==> src/sapir_consts.vh <==
// Constants for the SATA port issue and recovery block
`ifndef SAPIR_CONSTS_VH
`define SAPIR_CONSTS_VH
`define SAPIR_SLOTS 32
`define SAPIR_CMD_SPIN_UP 1
`define SAPIR_CMD_ALP_EN 26
`define SAPIR_CMD_ALP_SLUMBER 27
`define SAPIR_PLL_LOCK 0
`define SAPIR_IS_PIO_SETUP 1
`define SAPIR_IS_IF_FATAL 27
`define SAPIR_TFD_BUSY 7
`define SAPIR_TFD_DRQ 3
`define SAPIR_SERR_LINK_SEQ 23
`define SAPIR_DET_COMRESET 4'h1
`define SAPIR_DET_NONE 4'h0
`define SAPIR_FIFO_W 32
`define SAPIR_FIFO_D 8
`define SAPIR_FIFO_AW 3
`define SAPIR_COMRESET_NS 1000
`define SAPIR_CLK_NS 8
`define SAPIR_COMRESET_CYC ((`SAPIR_COMRESET_NS + `SAPIR_CLK_NS - 1) / `SAPIR_CLK_NS)
`endif

==> src/sapir_fifo.v <==
// Parameterised valid/ready FIFO for the receive data path
module sapir_fifo #(
  parameter W = 32,
  parameter D = 8,
  parameter AW = 3
) (
  input wire clock_i,
  input wire nrst_i,
  input wire in_valid_i,
  output wire in_ready_o,
  input wire [W-1:0] in_data_i,
  output wire out_valid_o,
  input wire out_ready_i,
  output wire [W-1:0] out_data_o,
  input wire flush_i
);
  localparam [AW:0] FULL = D;
  reg [W-1:0] mem [0:D-1];
  reg [AW-1:0] wp_q;
  reg [AW-1:0] rp_q;
  reg [AW:0] cnt_q;
  wire push;
  wire pop;
  assign in_ready_o = (cnt_q != FULL);
  assign out_valid_o = (cnt_q != {(AW+1){1'b0}});
  assign out_data_o = mem[rp_q];
  assign push = in_valid_i & in_ready_o;
  assign pop = out_valid_o & out_ready_i;
  always @(posedge clock_i) begin
    if (push) begin
      mem[wp_q] <= in_data_i;
    end
  end
  always @(posedge clock_i) begin
    if (!nrst_i || flush_i) begin
      wp_q <= {AW{1'b0}};
      rp_q <= {AW{1'b0}};
      cnt_q <= {(AW+1){1'b0}};
    end else begin
      if (push) begin
        wp_q <= wp_q + 1'b1;
      end
      if (pop) begin
        rp_q <= rp_q + 1'b1;
      end
      if (push && !pop) begin
        cnt_q <= cnt_q + 1'b1;
      end else if (pop && !push) begin
        cnt_q <= cnt_q - 1'b1;
      end
    end
  end
endmodule // sapir_fifo

==> src/sapir_port.v <==
// SATA port slot issue, power control, error flags and recovery
`include "sapir_consts.vh"
module sapir_port (
  input wire clock_i,
  input wire nrst_i,
  input wire [31:0] ci_set_i,
  input wire [31:0] port_command_control_i,
  input wire [31:0] serial_pll_control_i,
  input wire [31:0] system_misc_control_i,
  input wire [3:0] detect_init_field_i,
  input wire [31:0] is_clear_i,
  input wire [31:0] serr_clear_i,
  input wire soft_reset_i,
  input wire link_idle_i,
  output reg issue_valid_o,
  output reg [4:0] issue_slot_o,
  input wire issue_ready_i,
  input wire done_valid_i,
  input wire [4:0] done_slot_i,
  input wire pio_setup_fis_i,
  input wire [7:0] fis_status_i,
  input wire fatal_link_err_i,
  input wire link_seq_err_i,
  input wire rx_valid_i,
  output wire rx_ready_o,
  input wire [31:0] rx_data_i,
  output reg rx_valid_o,
  input wire rx_ready_i,
  output reg [31:0] rx_data_o,
  output reg [31:0] port_command_issue_vector_o,
  output reg [31:0] port_interrupt_status_o,
  output reg [31:0] port_taskfile_status_o,
  output reg [31:0] port_serial_error_o,
  output reg spin_up_request_o,
  output reg aggressive_power_enable_o,
  output reg slumber_select_o,
  output reg link_partial_o,
  output reg link_slumber_o,
  output reg pll_lock_o,
  output reg pll_soft_reset_pulse_o,
  output reg comreset_o,
  output reg stalled_o
);
  localparam ST_IDLE = 2'd0;
  localparam ST_WAIT = 2'd1;
  localparam ST_STALL = 2'd2;
  localparam ST_COMR = 2'd3;
  localparam [15:0] COMR_CYC = `SAPIR_COMRESET_CYC;
  reg [1:0] st_q;
  reg [1:0] st_d;
  reg [15:0] cnt_q;
  reg [31:0] busy_q;
  reg [4:0] pick;
  reg found;
  integer k;
  wire f_valid;
  wire [31:0] f_data;
  wire f_ready;
  wire drain;
  wire com_start;
  // Lowest pending slot wins; no memory of the last slot issued
  always @* begin
    pick = 5'h00;
    found = 1'b0;
    for (k = 31; k >= 0; k = k - 1) begin
      if (port_command_issue_vector_o[k] && !busy_q[k]) begin
        pick = k[4:0];
        found = 1'b1;
      end
    end
  end
  assign com_start = (detect_init_field_i == `SAPIR_DET_COMRESET);
  // FIFO is drained into a register stage that honours rx_ready_i
  assign drain = f_valid & (~rx_valid_o | rx_ready_i);
  assign f_ready = drain;
  sapir_fifo #(
    .W(`SAPIR_FIFO_W),
    .D(`SAPIR_FIFO_D),
    .AW(`SAPIR_FIFO_AW)
  ) u_fifo (
    .clock_i(clock_i),
    .nrst_i(nrst_i),
    .in_valid_i(rx_valid_i),
    .in_ready_o(rx_ready_o),
    .in_data_i(rx_data_i),
    .out_valid_o(f_valid),
    .out_ready_i(f_ready),
    .out_data_o(f_data),
    .flush_i(comreset_o)
  );
  always @* begin
    st_d = st_q;
    case (st_q)
      ST_IDLE: begin
        if (found && spin_up_request_o) begin
          st_d = ST_WAIT;
        end
      end
      ST_WAIT: begin
        if (issue_ready_i) begin
          st_d = ST_IDLE;
        end
      end
      ST_STALL: begin
        st_d = ST_STALL;
      end
      ST_COMR: begin
        if (cnt_q == 16'h0000) begin
          st_d = ST_IDLE;
        end
      end
      default: begin
        st_d = ST_IDLE;
      end
    endcase
    // PIO setup with busy and DRQ both clear wedges the port, except during COMRESET
    if (st_q != ST_COMR && pio_setup_fis_i &&
        !fis_status_i[`SAPIR_TFD_BUSY] && !fis_status_i[`SAPIR_TFD_DRQ]) begin
      st_d = ST_STALL;
    end
    // Only COMRESET leaves the stall; soft reset does not
    if (com_start) begin
      st_d = ST_COMR;
    end
  end
  always @(posedge clock_i) begin
    if (!nrst_i) begin
      st_q <= ST_IDLE;
      cnt_q <= 16'h0000;
      busy_q <= 32'h00000000;
      issue_valid_o <= 1'b0;
      issue_slot_o <= 5'h00;
      rx_valid_o <= 1'b0;
      rx_data_o <= 32'h00000000;
      port_command_issue_vector_o <= 32'h00000000;
      port_interrupt_status_o <= 32'h00000000;
      port_taskfile_status_o <= 32'h0000007F;
      port_serial_error_o <= 32'h00000000;
      spin_up_request_o <= 1'b0;
      aggressive_power_enable_o <= 1'b0;
      slumber_select_o <= 1'b0;
      link_partial_o <= 1'b0;
      link_slumber_o <= 1'b0;
      pll_lock_o <= 1'b0;
      pll_soft_reset_pulse_o <= 1'b0;
      comreset_o <= 1'b0;
      stalled_o <= 1'b0;
    end else begin
      st_q <= st_d;
      stalled_o <= (st_d == ST_STALL);
      comreset_o <= (st_d == ST_COMR);
      if (com_start) begin
        cnt_q <= COMR_CYC - 16'h0001;
      end else if (cnt_q != 16'h0000) begin
        cnt_q <= cnt_q - 16'h0001;
      end
      spin_up_request_o <= port_command_control_i[`SAPIR_CMD_SPIN_UP];
      aggressive_power_enable_o <=
        port_command_control_i[`SAPIR_CMD_ALP_EN];
      slumber_select_o <= port_command_control_i[`SAPIR_CMD_ALP_SLUMBER];
      // Idle link drops to the selected low-power state
      link_partial_o <= aggressive_power_enable_o & link_idle_i &
        ~slumber_select_o & ~(|port_command_issue_vector_o);
      link_slumber_o <= aggressive_power_enable_o & link_idle_i &
        slumber_select_o & ~(|port_command_issue_vector_o);
      pll_lock_o <= serial_pll_control_i[`SAPIR_PLL_LOCK];
      // The soft reset is passed through; sequencing it is software's job
      pll_soft_reset_pulse_o <= system_misc_control_i[0];
      if (st_d == ST_WAIT && st_q == ST_IDLE) begin
        issue_valid_o <= 1'b1;
        issue_slot_o <= pick;
      end else if (issue_ready_i) begin
        issue_valid_o <= 1'b0;
      end
      if (st_d == ST_COMR || soft_reset_i) begin
        port_command_issue_vector_o <= 32'h00000000;
        busy_q <= 32'h00000000;
        issue_valid_o <= 1'b0;
      end else begin
        // Completion clears the slot; a new set in that cycle wins
        port_command_issue_vector_o <= (port_command_issue_vector_o &
          ~(done_valid_i ? (32'h00000001 << done_slot_i) : 32'h00000000))
          | ci_set_i;
        busy_q <= (busy_q | ((issue_valid_o && issue_ready_i) ?
          (32'h00000001 << issue_slot_o) : 32'h00000000)) &
          ~(done_valid_i ? (32'h00000001 << done_slot_i) : 32'h00000000);
      end
      if (pio_setup_fis_i) begin
        port_taskfile_status_o <= {24'h000000, fis_status_i};
      end
      // Set wins over software clear
      port_interrupt_status_o <= (port_interrupt_status_o & ~is_clear_i) |
        ({31'h00000000, pio_setup_fis_i} << `SAPIR_IS_PIO_SETUP) |
        ({31'h00000000, fatal_link_err_i} << `SAPIR_IS_IF_FATAL);
      port_serial_error_o <= (port_serial_error_o & ~serr_clear_i) |
        ({31'h00000000, link_seq_err_i} << `SAPIR_SERR_LINK_SEQ);
      if (drain) begin
        rx_valid_o <= 1'b1;
        rx_data_o <= f_data;
      end else if (rx_ready_i) begin
        rx_valid_o <= 1'b0;
      end
    end
  end
endmodule // sapir_port

==> config.mk <==
export PLATFORM = sky130hd
export DESIGN_NAME = sapir_port
export DESIGN_NICKNAME = d
export VERILOG_FILES = /design/src/sapir_fifo.v /design/src/sapir_port.v
export VERILOG_INCLUDE_DIRS = /design/src
export SDC_FILE = /design/constraint.sdc
export NUM_CORES = 1
export LEC_CHECK = 0
export ABC_AREA = 1
export BUFFER_PORTS_ARGS = -buffer_cell sky130_fd_sc_hd__buf_2
export CORE_AREA = 5 5 321 229
export DETAILED_ROUTE_END_ITERATION = 7
export DIE_AREA = 0 0 326 234
export MAX_ROUTING_LAYER = met4
export PLACE_DENSITY = 0.53
export SLEW_MARGIN = 30
export SYNTH_ARGS = -nofsm -noshare
export SYNTH_HDL_FRONTEND = slang
export SYNTH_HIERARCHICAL = 1
export SYNTH_SLANG_ARGS = --single-unit
==> constraint.sdc <==
create_clock -name clock_i -period 8.05 [get_ports clock_i]
set_input_delay 0.4025 -clock clock_i [delete_from_list [all_inputs] [get_ports clock_i]]
set_output_delay 0.4025 -clock clock_i [all_outputs]
set_load 0.01 [all_outputs]
==> flow_metrics.env <==
export IMPL_syn_area_per_cell_um2=9.45
export IMPL_num_vias=14800
export IMPL_root_buffer="clkbuf_16"
export IMPL_ys_flop_type="edfxtp_1"
export IMPL_n_fill_cell=7116
export IMPL_cts_sinks=471
export IMPL_numCtsBuffers=50
export IMPL_drt_first_pass_iters=5
export IMPL_layout_min_cycle_time_ns=2.79
export IMPL_htreeDepth=2
export IMPL_worstMarginPinSlew_ns=0.950
export IMPL_seq_area_mm2=0.0120
export IMPL_clk_pin_slew_worst_paths_ns=0.06
export IMPL_ys_types=46
export IMPL_setup_viol=0
export IMPL_path_max_fanout=96
export IMPL_grt_pass1_vias=14200
export IMPL_antenna_found_initial=6
export IMPL_synth_edf_count=256
export IMPL_dp_hpwl_mm=33.3
export IMPL_gp_congestion=0.871
export IMPL_cp_slowest_cell="dfxtp_4"
export IMPL_die_area_mm2=0.0763
export IMPL_fin_area_mm2=0.0241
export IMPL_synth_compound_area_frac=0.0854
export IMPL_cts_tree="built"
export IMPL_yosys_area_share_simple=0.207
export IMPL_antenna_left=0
export IMPL_route_detailed_drc=0
export IMPL_drive_above_1_share=0.196
export IMPL_crit_chain="clkinv_2, buf_6, o21ai_0, o21ai_1, nand2_1, nand2_1, o21ai_0, nor2_1"
export IMPL_port_buffers=313
export IMPL_fmax_ghz=0.358
export IMPL_grt_overflow=0
export IMPL_clkLatencyLatePin_ns=0.65
export IMPL_critPathBufInv=2
export IMPL_drt_initial_drc_count=921
export IMPL_synth_fa_ha_area_frac=0.00508
export IMPL_pin_count=429
export IMPL_ys_warn_count=6
export IMPL_leakagePower_uw=0.00983
export IMPL_async_flop_share=0
export IMPL_die_w_um=326
export IMPL_dpl_instance_area_mm2=0.0211
export IMPL_die_y_um=234
export IMPL_wl_mm=54.0
export IMPL_initial_core_util=0.266
export IMPL_cap_violations=0
export IMPL_syn_to_final_growth_pct=29.0
export IMPL_worstPathRequired_ns=8.50
export IMPL_status="complete, no violations"
export IMPL_muxShareOfSynthArea=0
export IMPL_grt_pass1_wl_mm=80.4
export IMPL_hold_viol_final=0
export IMPL_skew_ns=0.0776
export IMPL_critical_path_max_stage_delay_ns=0.64
export IMPL_ys_seq_area_frac=0.641
export IMPL_netlist_instances=1978
export IMPL_synthXorXnorAreaFrac=0.00328
export IMPL_rsz0062_at_grt="false"
export IMPL_synth_top_family_by_area="simple AND/OR/NAND/NOR gates"
export IMPL_startpoint_type="register"
export IMPL_min_path_type="input port to register"
export IMPL_synth_area_mm2=0.0187
export IMPL_track_usage=0.137
export IMPL_fin_setup_tns_ns=0
export IMPL_grt_max_degree=97
export IMPL_num_rows=82
export IMPL_period_share=0.347
export IMPL_cp_top_family="buffers and inverters"
export IMPL_final_nets=2657
export IMPL_core_mm2=0.0704
export IMPL_cp_end_kind="register"
export IMPL_wire_per_inst_um=16.0
export IMPL_clockBufferDepth=3
export IMPL_viasPerCell=4.41
export IMPL_worst_setup_path_type="register to register"
export IMPL_max_slew_margin=0.367
export IMPL_worstPathArrival_ns=3.24
export IMPL_fin_util=0.343
export IMPL_synth_seq_cells=471
export IMPL_slew_viol_final=0
export IMPL_ir_drop_mv=0.189
export IMPL_p_per_area_mw_per_mm2=290
export IMPL_multi_input_area_mm2=0.00578
export IMPL_hp_start="ci_set_i[3]"
routing by layer:
metal	part of all wire	GRT usage	vias up
met4	0.023	0.0375	0
met3	0.063	0.0355	100
li1	-	-	7315
met2	0.46	0.214	338
met5	0	-	-
met1	0.45	0.178	7083
placed cells by master, fill, tap and decap left out, drive strengths merged, types with 2 or more instances in the layout:
master       instances
dlygate4sd3        126
xor2                 5
nor2               542
nand3               35
dfxtp              215
clkbuf              65
buf                329
nor3                43
or2                 28
a31oi                5
o21ai              242
nand4                6
conb                24
diode                4
xnor2                2
inv                121
clkinv              20
a21oi               56
nand2              283
a211oi               2
bufinv               5
edfxtp             256
ha                   6
nor4                11
final cells by class:
cell class                 instances  area share
sequential                       471       0.497
multi-input combinational       1301       0.240
timing repair buffer             455       0.122
clock buffer                      65      0.0588
tap                              924      0.0479
inverter                         119      0.0186
clock inverter                    28      0.0150
antenna                            4    0.000415
flip-flops by register name, summed over array words and instances (netlist names), 2 cells and up, named ones only:
| signal | cells |
|---|---|
| port_command_issue_vector_o | 32 |
| u_fifo/rp_q | 3 |
| port_serial_error_o | 32 |
| cnt_q | 16 |
| u_fifo/cnt_q | 4 |
| issue_slot_o | 5 |
| rx_data_o | 32 |
| port_interrupt_status_o | 32 |
| u_fifo/wp_q | 3 |
| port_taskfile_status_o | 8 |
| u_fifo/mem | 256 |
| busy_q | 32 |
| st_q | 2 |
cell usage after synthesis, types with 14 or more instances:
master	n	area [µm²]
nand3_1	33	165
clkbuf_1	41	154
edfxtp_1	256	7690
buf_4	34	255
o21ai_0	176	881
a21oi_1	55	275
or2_4	15	131
nor3_1	41	205
o21ai_1	66	330
nand2_1	283	1060
nor2_1	538	2020
dfxtp_1	215	4300
inv_1	109	409
buf_2	14	70.1
per-stage QoR:
stage / std cells / power [µW] / hold slack, ns / setup slack (ns)
2_1_floorplan: 2001 / 4090 / 0.450 / 5.34
3_3_place_gp: 3144 / 4550 / 0.412 / 5.20
3_5_place_dp: 3144 / 4580 / 0.416 / 5.16
4_1_cts: 3363 / 7120 / 0.000699 / 5.06
5_1_grt: 3367 / 7440 / 0.0116 / 5.01
6_report: 3367 / 7000 / 0.0380 / 5.26
kinds of logic after synthesis:
group / count (synthesis)
XOR/XNOR: 7
AND/OR/NAND/NOR: 951
other: 1
AO/OA/AOI/OAI: 312
flip-flops: 471
adder cells (fa/ha/maj): 7
buffers and inverters: 229
what timing repair did:
action	4_1_cts	5_1_grt
gates resized for setup	0	0
hold buffers	126	0
setup buffers	0	0
hold endpoints to repair	275	0
final timing paths:
check,to,slack (ns),cells past startpoint
worst min register to register,port_interrupt_status_o[14]$_SDFF_PN0_,0.42,2
worst max register to register,rx_data_o[2]$_SDFFE_PN0P_,5.26,8
worst max-delay path,rx_data_o[2]$_SDFFE_PN0P_,5.26,8
worst min-delay path,port_command_issue_vector_o[3]$_SDFF_PP0_,0.04,3
worst reg2reg max path, cell delays in order, from the launching register on:
cell	delay, ns
dfxtp_4	0.64
clkinv_2	0.52
buf_6	0.45
o21ai_0	0.29
o21ai_1	0.09
nand2_1	0.06
nand2_1	0.08
o21ai_0	0.39
nor2_1	0.07
power by group:
part           switching [µW]  internal [µW]  leakage (µW)
Sequential                152           2750       0.00408
Combinational            1090            560       0.00487
Clock                    1020           1420      0.000881
Total                    2270           4730       0.00983
(Power assumes the default switching activity.)
